==> config.mk <==
export PLATFORM = sky130hd
export DESIGN_NAME = fdp_rom
export DESIGN_NICKNAME = d
export VERILOG_FILES = /design/src/hw/fdp_pkg.sv /design/src/hw/fdp_rom.sv
export SDC_FILE = /design/constraint.sdc
export NUM_CORES = 1
export LEC_CHECK = 0
export CAP_MARGIN = 20
export CORE_ASPECT_RATIO = 0.6
export CORE_MARGIN = 5
export CORE_UTILIZATION = 30
export CTS_CLUSTER_SIZE = 30
export DETAILED_ROUTE_END_ITERATION = 16
export DONT_BUFFER_PORTS = 1
export PLACE_DENSITY = 0.53
export SYNTH_ARGS = -nofsm -noshare
export SYNTH_HDL_FRONTEND = slang
export SYNTH_SLANG_ARGS = --single-unit
export TNS_END_PERCENT = 30
==> constraint.sdc <==
create_clock -name clk_i -period 2.6 [get_ports clk_i]
set_input_delay 0.13 -clock clk_i [delete_from_list [all_inputs] [get_ports clk_i]]
set_output_delay 0.13 -clock clk_i [all_outputs]
set_load 0.005 [all_outputs]
==> src/hw/fdp_pkg.sv <==
// Constants for the discovery parameter store: register map, bytes and layout
`default_nettype none
package fdp_pkg;
  // Wishbone word offsets (byte addresses)
  localparam logic [7:0] ADDR_WIN_LO = 8'h00;  // Parameter bytes 00h..03h
  localparam logic [7:0] ADDR_WIN_HI = 8'h2C;  // Last window word, bytes 2Ch..2Fh
  localparam logic [7:0] ADDR_CTRL = 8'h40;    // Byte pointer for streamed reads
  localparam logic [7:0] ADDR_DATA = 8'h44;    // Byte at pointer, pointer advances
  localparam logic [7:0] ADDR_INFO = 8'h48;    // Model and pointer state
  // Parameter header
  localparam logic [7:0] PARAM_ID = 8'hA5;      // Discovery parameter identifier
  localparam logic [7:0] PARAM_LEN = 8'h80;     // Bytes following the length byte
  localparam logic [7:0] HDR_BYTES = 8'h02;     // Header bytes ahead of table data
  localparam logic [15:0] TABLE_BASE = 16'h1090; // Discovery-space address of table
  // First dword fields
  localparam logic [2:0] D1_UNUSED_HI = 3'b111;   // Bits 7:5
  localparam logic [1:0] D1_SR_WRITE = 2'b00;     // Bits 4:3, 06h writes non-volatile SR
  localparam logic D1_BUF_GT64 = 1'b1;            // Bit 2
  localparam logic [1:0] D1_ERASE4K = 2'b11;      // Bits 1:0, unavailable
  localparam logic [7:0] D1_ERASE_OP = 8'hFF;     // Bits 15:8
  localparam logic D1_UNUSED_23 = 1'b1;           // Bit 23
  localparam logic D1_QUAD_OUT = 1'b0;            // Bit 22
  localparam logic D1_QUAD_IO = 1'b1;             // Bit 21
  localparam logic D1_DUAL_IO = 1'b1;             // Bit 20
  localparam logic [1:0] D1_ADDR_BYTES = 2'b01;   // Bits 18:17, 3 or 4 bytes
  localparam logic D1_DUAL_OUT = 1'b0;            // Bit 16
  localparam logic [7:0] D1_UNUSED_TOP = 8'hFF;   // Bits 31:24
  // Second dword: density in bits minus one, 1 Gb
  localparam logic [31:0] DENSITY_M1 = 32'h3FFF_FFFF;
  // Bytes beyond the covered range read erased
  localparam logic [7:0] BLANK_BYTE = 8'hFF;
  localparam logic [7:0] LAST_OFS = 8'h81;      // Last byte of the parameter
  // Enabled edges after reset before the strap has crossed both sync stages
  localparam logic [1:0] CAPTURE_EDGE = 2'h2;
endpackage
`default_nettype wire

==> src/hw/fdp_rom.sv <==
// Discovery parameter store with a classic Wishbone read port
//
// Added by the designer: the register addresses and the Wishbone slave port.
`default_nettype none
module fdp_rom (
  // Clock, reset, enable
  input wire logic clk_i,
  input wire logic rst_i,
  input wire logic ce_i,
  // Model strap: high on the DDR-capable variant
  input wire logic ddr_model_i,
  // Wishbone slave
  input wire logic cyc_i,
  input wire logic stb_i,
  input wire logic we_i,
  input wire logic [7:0] adr_i,
  input wire logic [3:0] sel_i,
  input wire logic [31:0] dat_i,
  output logic [31:0] dat_o,
  output logic ack_o,
  output logic err_o
);

  // Strap synchroniser; only the second stage is read
  logic ddr_s1_reg;
  logic ddr_s2_reg;
  // Latched model, caught after reset release so the table stays stable
  logic ddr_reg;
  logic ddr_caught_reg;
  // Counts enabled edges after reset until the second stage holds the strap
  logic [1:0] cap_cnt_reg;
  // Byte pointer for streamed reads
  logic [7:0] ptr_reg;
  logic [7:0] ptr_next;
  // Bus answer registers
  logic [31:0] dat_reg;
  logic ack_reg;
  logic err_reg;

  // Byte lookup by parameter-relative offset
  function automatic logic [7:0] param_byte(input logic [7:0] ofs, input logic ddr);
    logic [31:0] dw1;
    dw1 = {fdp_pkg::D1_UNUSED_TOP,
           fdp_pkg::D1_UNUSED_23, fdp_pkg::D1_QUAD_OUT, fdp_pkg::D1_QUAD_IO,
           fdp_pkg::D1_DUAL_IO, ddr, fdp_pkg::D1_ADDR_BYTES, fdp_pkg::D1_DUAL_OUT,
           fdp_pkg::D1_ERASE_OP,
           fdp_pkg::D1_UNUSED_HI, fdp_pkg::D1_SR_WRITE,
           fdp_pkg::D1_BUF_GT64, fdp_pkg::D1_ERASE4K};
    case (ofs)
      8'h00: param_byte = fdp_pkg::PARAM_ID;
      8'h01: param_byte = fdp_pkg::PARAM_LEN;
      // Table bytes start at header end; low byte first
      8'h02: param_byte = dw1[7:0];
      8'h03: param_byte = dw1[15:8];
      8'h04: param_byte = dw1[23:16];
      8'h05: param_byte = dw1[31:24];
      8'h06: param_byte = fdp_pkg::DENSITY_M1[7:0];
      8'h07: param_byte = fdp_pkg::DENSITY_M1[15:8];
      8'h08: param_byte = fdp_pkg::DENSITY_M1[23:16];
      8'h09: param_byte = fdp_pkg::DENSITY_M1[31:24];
      // Later dwords are outside this block; they read erased
      default: param_byte = fdp_pkg::BLANK_BYTE;
    endcase
  endfunction

  // Address decode
  wire logic req = cyc_i && stb_i && !ack_reg && !err_reg;
  wire logic hit_win = (adr_i[1:0] == 2'b00) && (adr_i <= fdp_pkg::ADDR_WIN_HI);
  wire logic hit_ctrl = (adr_i == fdp_pkg::ADDR_CTRL);
  wire logic hit_data = (adr_i == fdp_pkg::ADDR_DATA);
  wire logic hit_info = (adr_i == fdp_pkg::ADDR_INFO);
  // Window is read-only; a write there is refused with err
  wire logic mapped = (hit_win && !we_i) || hit_ctrl || (hit_data && !we_i) || hit_info && !we_i;
  // One word of four consecutive bytes, lowest offset in bits 7:0
  wire logic [7:0] wb0 = param_byte(adr_i, ddr_reg);
  wire logic [7:0] wb1 = param_byte(adr_i + 8'h01, ddr_reg);
  wire logic [7:0] wb2 = param_byte(adr_i + 8'h02, ddr_reg);
  wire logic [7:0] wb3 = param_byte(adr_i + 8'h03, ddr_reg);
  wire logic [7:0] stream_byte = param_byte(ptr_reg, ddr_reg);
  // Pointer value offered by a control write
  wire logic [7:0] load_byte = dat_i[7:0];
  wire logic [31:0] info_word = {16'h0000, ptr_reg, 7'h00, ddr_reg};
  wire logic [31:0] rd_word = hit_win ? {wb3, wb2, wb1, wb0} :
                              hit_ctrl ? {24'h00_0000, ptr_reg} :
                              hit_data ? {24'h00_0000, stream_byte} :
                              info_word;

  // Pointer: set by write, advances on each data read, wraps after the last byte
  always_comb begin
    ptr_next = ptr_reg;
    if (req && hit_ctrl && we_i && sel_i[0]) begin
      ptr_next = load_byte;
    end else if (req && hit_data && !we_i) begin
      ptr_next = (ptr_reg >= fdp_pkg::LAST_OFS) ? 8'h00 : ptr_reg + 8'h01;
    end
  end

  // Strap sync and one-time capture after reset
  always_ff @(posedge clk_i) begin
    if (rst_i) begin
      ddr_s1_reg <= 1'b0;
      ddr_s2_reg <= 1'b0;
      ddr_reg <= 1'b0;
      ddr_caught_reg <= 1'b0;
      cap_cnt_reg <= 2'h0;
    end else if (ce_i) begin
      ddr_s1_reg <= ddr_model_i;
      ddr_s2_reg <= ddr_s1_reg;
      if (cap_cnt_reg != fdp_pkg::CAPTURE_EDGE) begin
        // Second stage still shows its reset value, not the strap
        cap_cnt_reg <= cap_cnt_reg + 2'h1;
      end else if (!ddr_caught_reg) begin
        ddr_reg <= ddr_s2_reg;
        ddr_caught_reg <= 1'b1;
      end
    end
  end

  // Bus answer: one cycle after the request, dropped the next cycle
  always_ff @(posedge clk_i) begin
    if (rst_i) begin
      ptr_reg <= 8'h00;
      dat_reg <= 32'h0000_0000;
      ack_reg <= 1'b0;
      err_reg <= 1'b0;
    end else if (ce_i) begin
      ptr_reg <= ptr_next;
      ack_reg <= req && mapped;
      err_reg <= req && !mapped;
      if (req && mapped && !we_i) begin
        dat_reg <= rd_word;
      end
    end
  end

  assign dat_o = dat_reg;
  assign ack_o = ack_reg;
  assign err_o = err_reg;
endmodule
`default_nettype wire

[Yosys cells after proc, flatten, opt, wreduce, memory -nomap -nowiden]
Index checks and enable logic that the tools add are counted.
Word-level totals
  output and inout bits: 34
  register bits after elaboration: 48
  input bits: 51
Operators by class
  bitwise operators: 2
  add/subtract/negate cells: 5
  equality and inequality tests: 24
  reductions and logical operators: 34
  multiplexer cells: 11
  magnitude comparators: 2
Operators by type and width (number)
  $pmux 8 s5: 5
  $eq 8x1->1 const B: 5
  $eq 8x2->1 const B: 5
  $eq 8x3->1 const B: 5
  $eq 8x4->1 const B: 5
  $logic_not 8->1: 5
  $mux 16: 2
  $mux 32: 1
  $eq 8x7->1 const B: 3
  $mux 8: 3
  $add 8x1->8 const B: 2
  $add 8x2->8 const B: 2
  $logic_and 1x1->1: 15
  $ge 8x8->1 const B: 1
  $le 8x6->1 const B: 1
  $reduce_and 2->1: 4
  $logic_not 1->1: 4
  $logic_or 1x1->1: 3
  $reduce_and 3->1: 1
  $add 2x1->2 const B: 1
  $logic_not 2->1: 1
  $ne 2x2->1 const B: 1
  $not 1->1: 2
  $reduce_bool 2->1: 1

[Logic depth before layout (Yosys ltp)]
Gate-level depths: netlist of the first run.
  word-level depth: 9
  mapped depth: 8

[Worst setup path after synthesis of the first run]
OpenSTA, ideal clock, no wires.
  kind: flip-flop to flip-flop
  start point: register ptr_reg[6]
  end point: register dat_reg[0] (netlist: dat_o[0])
  buffers on the path: 1
  slack: 0.722 ns
  stages on the path, launching flop included: 7
  period minus slack after synthesis: 1.878 ns
  arrival: 1.736 ns
  cells stage by stage: dfxtp_1 buf_6 or4_1 a211oi_2 nand3_1 a221oi_1 a221oi_1
On the way
  cells in the longest elaborated chain, start to end: 5
  elaborated cells on any way between the ends: 9
Ends and longest elaborated chain
  start: declaration: line fdp_rom.sv:33  | logic [7:0] ptr_reg;
  start signal: assignment: line fdp_rom.sv:127  | ptr_reg <= ptr_next;
  $eq 8x4->1, or another cell as far along: line fdp_rom.sv:49  | case (ofs)
  $pmux 8 s5 (*): line fdp_rom.sv:49
  $mux 16 (*): line fdp_rom.sv:85  | hit_data ? {24'h00_0000, stream_byte} :
  $mux 16 (*): line fdp_rom.sv:84  | hit_ctrl ? {24'h00_0000, ptr_reg} :
  $mux 32 (*): line fdp_rom.sv:83  | wire logic [31:0] rd_word = hit_win ? {wb3, wb2, wb1, wb0} :
  end signal: assignment: line fdp_rom.sv:131  | dat_reg <= rd_word;
  end: declaration: line fdp_rom.sv:36  | logic [31:0] dat_reg;
Mark *: on every way between the ends. The rest lies on a longest branch, timed or not.
A chain may end at the register's enable or synchronous reset.

[Worst setup path after layout of the first run]
  start point: register err_reg (netlist: err_o)
  end point: register dat_reg[7] (netlist: dat_o[7])
On the way
  cells in the longest elaborated chain, start to end: 5
Ends and longest elaborated chain
  start: declaration: line fdp_rom.sv:38  | logic err_reg;
  start signal: assignment: line fdp_rom.sv:129  | err_reg <= req && !mapped;
  $logic_not 1->1: line fdp_rom.sv:67  | wire logic req = cyc_i && stb_i && !ack_reg && !err_reg;
  $logic_and 1x1->1: line fdp_rom.sv:67
  $logic_and 1x1->1 (2 in series): line fdp_rom.sv:130  | if (req && mapped && !we_i) begin
  $reduce_and 2->1 (no source line)
No other way between the ends.

==> results of run 1 <==
## cell families (layout without fill, tap and decap cells)
kind of cell               Yosys count  in the layout  share of synthesized area (%)
AOI/OAI and AO/OA                   81             81                          23.40
xor gates and xnor gates             2              2                         0.7108
adders and majority gates            7              7                          3.553
buffers and inverters               35             31                          7.157
DFF                                 46             46                          37.36
muxes                                5              5                          2.031
and+or+nand+nor                    125            125                          25.79
## worst max-delay path, stage by stage (launching register included)
cell,delay (ps)
dfxtp_1,350
nor4bb_1,500
nand3b_1,220
a21o_1,310
a2111oi_0,660
buf_4,220
nor3_1,40
## through the flow
stage	instance area, um^2	worst slack (ps)	total power (uW)
2_1_floorplan	2465	722.0	799.6
3_3_place_gp	2532	266.1	791.1
3_5_place_dp	2532	253.9	792.7
4_1_cts	2735	232.6	1526
5_1_grt	2735	76.00	1567
6_report	2735	189.9	1502
## cell usage after synthesis (6+ instances only)
cell,instances
dfxtp_1,46
nor2_1,46
a21oi_1,25
nand2_1,21
nor3_1,15
a211oi_1,14
clkbuf_1,11
inv_1,11
nand3_1,9
ha_1,7
o21ai_0,6
## cell usage in the layout, fill, tap and decap left out, drive strengths merged, types with 3 or more instances in the layout
master   synthesis  final
nor4             3      3
or3              3      3
a32oi            3      3
a211oi          15     15
o21ai            6      6
a2111oi          3      3
a21o             3      3
mux2i            5      5
dfxtp           46     46
inv             11     11
clkbuf          12      7
nor3            15     15
nor2            47     47
nand3            9      9
a21oi           26     26
o32ai            5      5
nand2           21     21
a221oi           6      6
nand3b           5      5
buf             12     10
ha               7      7
and2             3      3
## final cells by class
type	instances	area, um^2
Multi-Input combinational cell	220	1368
Inverter	11	41.29
Tap cell	108	135.1
Clock inverter	1	30.03
Timing Repair Buffer	12	107.6
Clock buffer	7	132.6
Sequential cell	46	920.9
Fill cell	857	5210
## repair_timing
item | CTS | global route
endpoints found under the hold margin | 43 | 0
hold buffers | 3 | 0
setup buffers | 0 | 0
## layer usage
metal | vias to the layer above | wire length, um | GRT usage, %
li1 | 1088 | - | -
met1 | 1024 | 3682 | 21.07
met2 | 86 | 2608 | 18.72
met3 | 6 | 841 | 6.578
met4 | 0 | 64 | 2.891
met5 | - | 0 | 0
## final timing paths
kind / to / depth (start not counted) / slack [ps]
setup / recovery: dat_o[7] / 6 / 190
hold / removal: dat_o[19] / 2 / 20
setup reg to reg: dat_o[7] / 6 / 190
hold reg to reg: ddr_caught_reg / 2 / 490
## power breakdown
group,switching (uW),total [uW],internal (uW)
clock network,254,708,454
registers,6.13,720,714
logic,40.1,73.9,33.8
total,300,1500,1200
==> summary.txt, run 1 <==
Run status
  – Status: completed

CTS
  – Clock tree from TritonCTS: done
  – Worst-path clk slew: 60 ps
  – Htree depth: 2
  – Post-CTS Resized: 0
  – Clock Latency Late Sink: 280 ps
  – Clock Tree Root: clkbuf_16
  – Total CTS buffers: 5
  – Clock Sinks: 46
  – Max clock buf depth: 2

GRT
  – Initial antenna violation count: 0
  – Global-route wire length before repair: 11.66 mm
  – Largest net degree at the start of global routing: 44
  – Gr usage total: 14.35%
  – Vias in the first global route: 2133
  – Remaining global-route overflow: 0

Floorplanning
  – # rows: 25
  – Die footprint: 10190 um^2
  – I/O pin count: 85
  – Core area: 7945 um^2
  – Die height: 80.21 um
  – Effective utilization at floorplan: 31.02%
  – Die X: 127.0 um

Routing
  – DRT iter0 DRCs: 136
  – DRC errors left: 0
  – WL/cell: 17.77 um
  – Vias per inst: 5.442
  – Vias: 2204
  – Drt total wl: 7.196 mm
  – Pre-Repair DR Iteration Count: 4
  – ANT nets after route: 0

Setup path
  – Worst r2r src: err_o
  – Setup crit start: err_o
  – CP required: 2770 ps
  – Max Fanout on Critical Path: 10
  – Setup crit start kind: flop
  – Endpoint type of the worst setup path: flop
  – Worst Path Arrival: 2580 ps
  – Worst setup path class: reg -> reg

STA
  – Setup TNS: 0 ps
  – Relative slew slack: 37.82%
  – Hold Slack: 23.58 ps
  – Final Hold Fails: 0
  – Unrepaired setup endpoints after global routing: false
  – Slew @ Worst Pin: 925.5 ps
  – Peak Freq: 414.9 MHz
  – Final min period: 2410 ps
  – Final setup skew: 3.733 ps
  – Pins Over Slew Limit: 0
  – Part of the cycle the worst path needs: 92.70%
  – Final setup vio count: 0

Synth
  – Sequential element share of the synthesized area: 37.36%
  – Synthesis warning total: 0
  – FFs w/ async S/R, synth: 0%
  – Syn Std Cell Area: 2465 um^2
  – Post-synth EDFFs: 0
  – Most used DFF post-synth: dfxtp_1
  – Top area cells in the synthesized netlist: dfxtp_1 (37%), nor2_1 (7.0%), a21oi_1 (5.1%), a211oi_1 (4.3%), ha_1 (3.6%)
  – Synth Instances: 301
  – #FFs+latches synth: 46
  – Average cell area after synthesis: 8.189 um^2
  – Post-synth top area cell: dfxtp_1
  – Post-synth top area share: 37.36%
  – Unique masters post-synth: 56
  – Synth Net Count: 359

Cells and area
  – Antenna cell count: 0
  – Layout cells sized above 1: 8.081%
  – Max FFs per register: 30
  – Fin util: 34.43%
  – Non-Filler Instances: 405
  – Synthesis-to-finish area growth: 10.96%
  – Nets: 354

Worst hold path
  – Worst Hold Class: in -> reg
  – HP Start: rst_i

Placed design
  – IO buf count: 0
  – HPWL after detailed placement: 5.399 mm
  – Inst Count DP: 394
  – Final RePlAce weighted congestion: 0.9034

Pwr
  – Leakage: 0.0009382 uW
  – PwrDens: 549.3 nW/um^2
  – Worst IR drop on VDD: 0.1932 mV

Run
  – Max Cap Viol: 0
Note: power is estimated with default switching activity, not from simulation.
==> run 2: changes to the inputs <==
--- a/config.mk
+++ b/config.mk
@@ -5,14 +5,14 @@
 export SDC_FILE = /design/constraint.sdc
 export NUM_CORES = 1
 export LEC_CHECK = 0
+export BUFFER_PORTS_ARGS = -buffer_cell sky130_fd_sc_hd__buf_2
 export CAP_MARGIN = 20
 export CORE_ASPECT_RATIO = 0.6
 export CORE_MARGIN = 5
 export CORE_UTILIZATION = 30
 export CTS_CLUSTER_SIZE = 30
 export DETAILED_ROUTE_END_ITERATION = 16
-export DONT_BUFFER_PORTS = 1
-export PLACE_DENSITY = 0.53
+export PLACE_DENSITY = 0.61
 export SYNTH_ARGS = -nofsm -noshare
 export SYNTH_HDL_FRONTEND = slang
 export SYNTH_SLANG_ARGS = --single-unit
==> run 2 against run 1 <==
Total power rose by 2.2%; register-to-register slack gained 140 ps; routed wire length is 2.3% lower; cell count is 13% higher; largest power group unchanged; highest routed layer unchanged.
==> summary.txt, run 2 (synthesized netlist as in run 1, its figures left out) <==
CTS
  – Clock tree from TritonCTS: done
  – Clock Tree Root: clkbuf_16
  – Post-CTS Resized: 0
  – Max clock buf depth: 2
  – Setup Fix Bufs, Post-CTS: 0
  – Clock Latency Late Sink: 280 ps
  – Clock Sinks: 46
  – Worst-path clk slew: 60 ps
  – Htree depth: 2
  – Total CTS buffers: 5
  – CTS Hold Bufs: 0

Run status
  – Status: completed

STA
  – Setup TNS: 0 ps
  – Part of the cycle the worst path needs: 87.31%
  – Final setup skew: 4.868 ps
  – Final Hold Fails: 0
  – Final setup vio count: 0
  – Relative slew slack: 41.73%
  – Unrepaired setup endpoints after global routing: false
  – Pins Over Slew Limit: 0
  – Slew @ Worst Pin: 874.0 ps
  – Peak Freq: 440.5 MHz
  – Final min period: 2270 ps

Cells and area
  – Commonest non-fill, non-tap cell in the layout: buf_2
  – Post-route cell area: 2980 um^2
  – Synthesis-to-finish area growth: 20.91%
  – Max FFs per register: 30
  – Layout cells sized above 1: 22.79%
  – Antenna cell count: 0
  – Nets: 408
  – Most frequent cells in the layout: buf_2 (57), nor2_1 (46), dfxtp_1 (46)
  – Fin util: 37.51%

Floorplanning
  – Effective utilization at floorplan: 31.02%
  – Core area: 7945 um^2
  – Die footprint: 10190 um^2
  – Die height: 80.21 um
  – Die X: 127.0 um
  – # rows: 25
  – I/O pin count: 85

GRT
  – Vias in the first global route: 2220
  – Largest net degree at the start of global routing: 51
  – Remaining global-route overflow: 0
  – Global-route wire length before repair: 11.67 mm
  – Initial antenna violation count: 0
  – Gr usage total: 14.18%

Routing
  – WL/cell: 15.31 um
  – Vias: 2384
  – Vias per inst: 5.194
  – DRT iter0 DRCs: 204
  – ANT nets after route: 0
  – Drt total wl: 7.028 mm
  – DRC errors left: 0
  – Pre-Repair DR Iteration Count: 5

Pwr
  – Clock power frac: 46.3%
  – Switching pwr: 325.1 uW
  – PwrDens: 515.3 nW/um^2
  – Seq pwr share: 46.9%
  – Switching share of power: 21.17%
  – Leakage: 0.001200 uW
  – Power Internal: 1211 uW
  – Share of power burned in combinational logic: 6.8%
  – Worst IR drop on VDD: 0.2315 mV

Setup path
  – CP required: 2730 ps
  – Reg2Reg Depth: 5
  – Worst Path Arrival: 2400 ps
  – Endpoint type of the worst setup path: flop
  – Setup crit start kind: flop
  – Max Fanout on Critical Path: 7
  – R2r endpoint: dat_o[1]
  – CP max-delay cell: a2111oi_0
  – Worst r2r src: ptr_reg[5]
  – Worst setup path class: reg -> reg
  – Largest stage delay, worst path: 680 ps
  – Worst R2R Setup Slack: 330 ps
  – Crit path cell chain: or4_1 > a211oi_2 > nor2_1 > a2111oi_0 > nor4_1

Worst hold path
  – HP Start: ddr_model_i
  – Worst Hold Class: in -> reg
  – Hold EP: ddr_s1_reg
  – Worst hold stages: 3

Placed design
  – Dpl cell area: 2818 um^2
  – Final RePlAce weighted congestion: 0.8844
  – IO buf count: 57
  – HPWL after detailed placement: 5.445 mm

Run
  – Max Cap Viol: 0
==> run 2: cell types whose count changed in the layout (fill, tap and decap cells not counted), sizes merged <==
cell and delta:
buf +56, dlygate4sd3 -2
==> run 2: power groups by stage <==
stage	clock, uW	sequential (uW)	combinational, uW
after floorplan	0	734	65.1
after global placement	0	735	103
after detailed placement	0	736	104
after CTS	725	720	105
after global routing	759	720	118
final	711	720	105
==> run 2: worst max path at each step <==
stage | from | end | slack (ps) | cells past startpoint
6_report | ptr_reg[5] | dat_o[1] | 330 | 5
5_1_grt | ptr_reg[0] | dat_o[1] | 90 | 7
4_1_cts | ptr_reg[5] | dat_o[1] | 410 | 5
3_5_place_dp | ptr_reg[5] | dat_o[1] | 430 | 5
3_3_place_gp | ptr_reg[5] | dat_o[1] | 440 | 5
2_1_floorplan | ptr_reg[6] | dat_o[0] | 720 | 6
==> run 2: final cells by class <==
class,count,area (um^2)
fill,837,4965
multi-input combinational,220,1368
sequential,46,920.9
timing repair buffer,66,352.8
tap,108,135.1
clock buffer,7,132.6
inverter,11,41.29
clock inverter,1,30.03
==> run 2: per-stage QoR <==
stage	instances	total power, uW	hold slack, ps	setup slack (ps)
floorplan	301	799.6	277.2	722.0
global placement	451	837.4	366.4	444.6
detailed placement	451	839.9	373.4	432.2
CTS	459	1549	75.14	413.2
global route	459	1597	130.5	89.24
finish	459	1536	78.52	330.0
==> run 2: worst max-delay path, delay by kind of cell (launching register included) <==
kind             cells  cell delay [ps]
AO/OA/AOI/OAI        2              970
flip-flops           1              380
AND/OR/NAND/NOR      3              770
==> run 2: metal layers <==
metal / GRT usage, % / wire length, um / vias to the layer above
met3: 4.651 / 729 / 7
met2: 17.46 / 2501 / 104
met4: 2.570 / 56 / 0
met1: 22.81 / 3740 / 1070
met5: 0 / 0 / -
li1: - / - / 1203
==> run 3: changes to the inputs <==
--- a/config.mk
+++ b/config.mk
@@ -12,6 +12,7 @@
 export CORE_UTILIZATION = 30
 export CTS_CLUSTER_SIZE = 30
 export DETAILED_ROUTE_END_ITERATION = 16
+export MAX_ROUTING_LAYER = met4
 export PLACE_DENSITY = 0.61
 export SYNTH_ARGS = -nofsm -noshare
 export SYNTH_HDL_FRONTEND = slang
==> run 3 against run 2 <==
Fmax up 2.5%; combinational power about the same; critical path type unchanged; utilization barely moved; critical path depth did not move; highest routed layer unchanged; sequential cell count stayed put; hold slack better by 11 ps; sequential share of layout area hardly changed; cell count unchanged; non-clock buffer count stayed put; clock skew fell by 2.9 ps; global-route usage up 0.25 points.
==> summary.txt, run 3 (synthesized netlist as in run 1, its figures left out) <==
GRT
  – Gr usage total: 14.43%
  – Vias in the first global route: 2178
  – Remaining global-route overflow: 0
  – Global-route wire length before repair: 11.43 mm
  – Initial antenna violation count: 0
  – Largest net degree at the start of global routing: 51

Cells and area
  – Synthesis-to-finish area growth: 20.86%
  – Commonest non-fill, non-tap cell in the layout: buf_2
  – Antenna cell count: 0
  – FILL cells: 839
  – Nets: 408
  – Max FFs per register: 30
  – Area occupied by multi-input gates: 1368 um^2
  – Layout cells sized above 1: 23.36%
  – Most frequent cells in the layout: buf_2 (57), nor2_1 (46), dfxtp_1 (46)
  – Register area: 920.9 um^2

Floorplanning
  – Effective utilization at floorplan: 31.02%
  – Die height: 80.21 um
  – I/O pin count: 85
  – Core area: 7945 um^2
  – # rows: 25
  – Die footprint: 10190 um^2
  – Die X: 127.0 um

Routing
  – WL/cell: 15.39 um
  – Drt total wl: 7.062 mm
  – Vias per inst: 5.307
  – DRC errors left: 0
  – Vias: 2436
  – DRT iter0 DRCs: 262
  – Pre-Repair DR Iteration Count: 5
  – ANT nets after route: 0

CTS
  – Clock Latency Late Sink: 290 ps
  – Post-CTS Resized: 0
  – CTS Hold Bufs: 0
  – Htree depth: 2
  – Clock Tree Root: clkbuf_16
  – Worst-path clk slew: 60 ps
  – Total CTS buffers: 5
  – Clock Sinks: 46
  – Setup Fix Bufs, Post-CTS: 0
  – Clock tree from TritonCTS: done
  – Max clock buf depth: 2

STA
  – Final Hold Fails: 0
  – Relative slew slack: 41.77%
  – Part of the cycle the worst path needs: 85.15%
  – Peak Freq: 451.7 MHz
  – Final setup skew: 1.920 ps
  – Final worst slack: 386.0 ps
  – Setup TNS: 0 ps
  – Unrepaired setup endpoints after global routing: false
  – Final min period: 2214 ps
  – Pins Over Slew Limit: 0
  – Final setup vio count: 0
  – Slew @ Worst Pin: 873.5 ps

Setup path
  – Setup crit start kind: flop
  – Worst Path Arrival: 2340 ps
  – Endpoint type of the worst setup path: flop
  – Max Fanout on Critical Path: 7
  – CP required: 2730 ps
  – Worst setup path class: reg -> reg

Placed design
  – IO buf count: 57
  – DP Worst Slack: 452.0 ps
  – HPWL after detailed placement: 5.402 mm
  – Final RePlAce weighted congestion: 0.8961

Run
  – Max Cap Viol: 0

Worst hold path
  – Worst Hold Class: in -> reg

Pwr
  – Leakage: 0.001202 uW
  – PwrDens: 506.6 nW/um^2
  – Worst IR drop on VDD: 0.2353 mV

Run status
  – Status: completed
run 3: cell count changes in the layout (fill, tap and decap cells not counted):
| cell | delta |
|---|---|
| clkbuf_1 | -2 |
| bufinv_16 | -1 |
| clkinv_4 | +1 |
| clkbuf_8 | +2 |
run 3: layer usage:
layer	wire [um]	track usage (%)
met5	0	-
met4	74	2.891
met3	614	2.990
met2	2582	17.77
met1	3792	23.08
run 3: worst max-delay path, stage by stage (launching register included):
cell       delay, ps
dfxtp_1          390
or4_1            560
a211oi_2         290
nor2_1           140
a2111oi_0        580
nor4_1           100
run 3: per-stage QoR:
stage               cells  cell area, um^2  hold WS (ps)  total power (uW)  utilization [%]
floorplan             301             2465         277.2             799.6                -
global placement      451             2818         365.9             837.4            35.46
detailed placement    451             2818         389.7             839.5            35.46
CTS                   459             2979         91.26              1517            37.50
global route          459             2979         116.0              1567            37.50
finish                459             2979         89.23              1509            37.50
run 3: cell type report:
class / count / share of cell area (%)
Timing Repair Buffer: 66 / 11.84
Inverter: 11 / 1.386
Multi-Input combinational cell: 220 / 45.90
Tap cell: 108 / 4.536
Sequential cell: 46 / 30.91
Clock buffer: 7 / 5.124
Clock inverter: 1 / 0.2940
run 3: where the power goes:
part	leakage (uW)	switching, uW	internal (uW)
sequential	0.000371	5.33	714
clock	0.0000801	273	411
combinational	0.000750	63.6	42.3
total	0.00120	342	1170
run 3: worst paths after layout:
path | startpoint | endpoint | slack [ps] | cells after the start
worst max-delay path | ptr_reg[5] | dat_o[1] | 390 | 5
worst min-delay path | ddr_model_i | ddr_s1_reg | 90 | 3
worst max register to register | ptr_reg[5] | dat_o[1] | 390 | 5
worst min register to register | dat_o[20] | dat_o[20] | 480 | 2
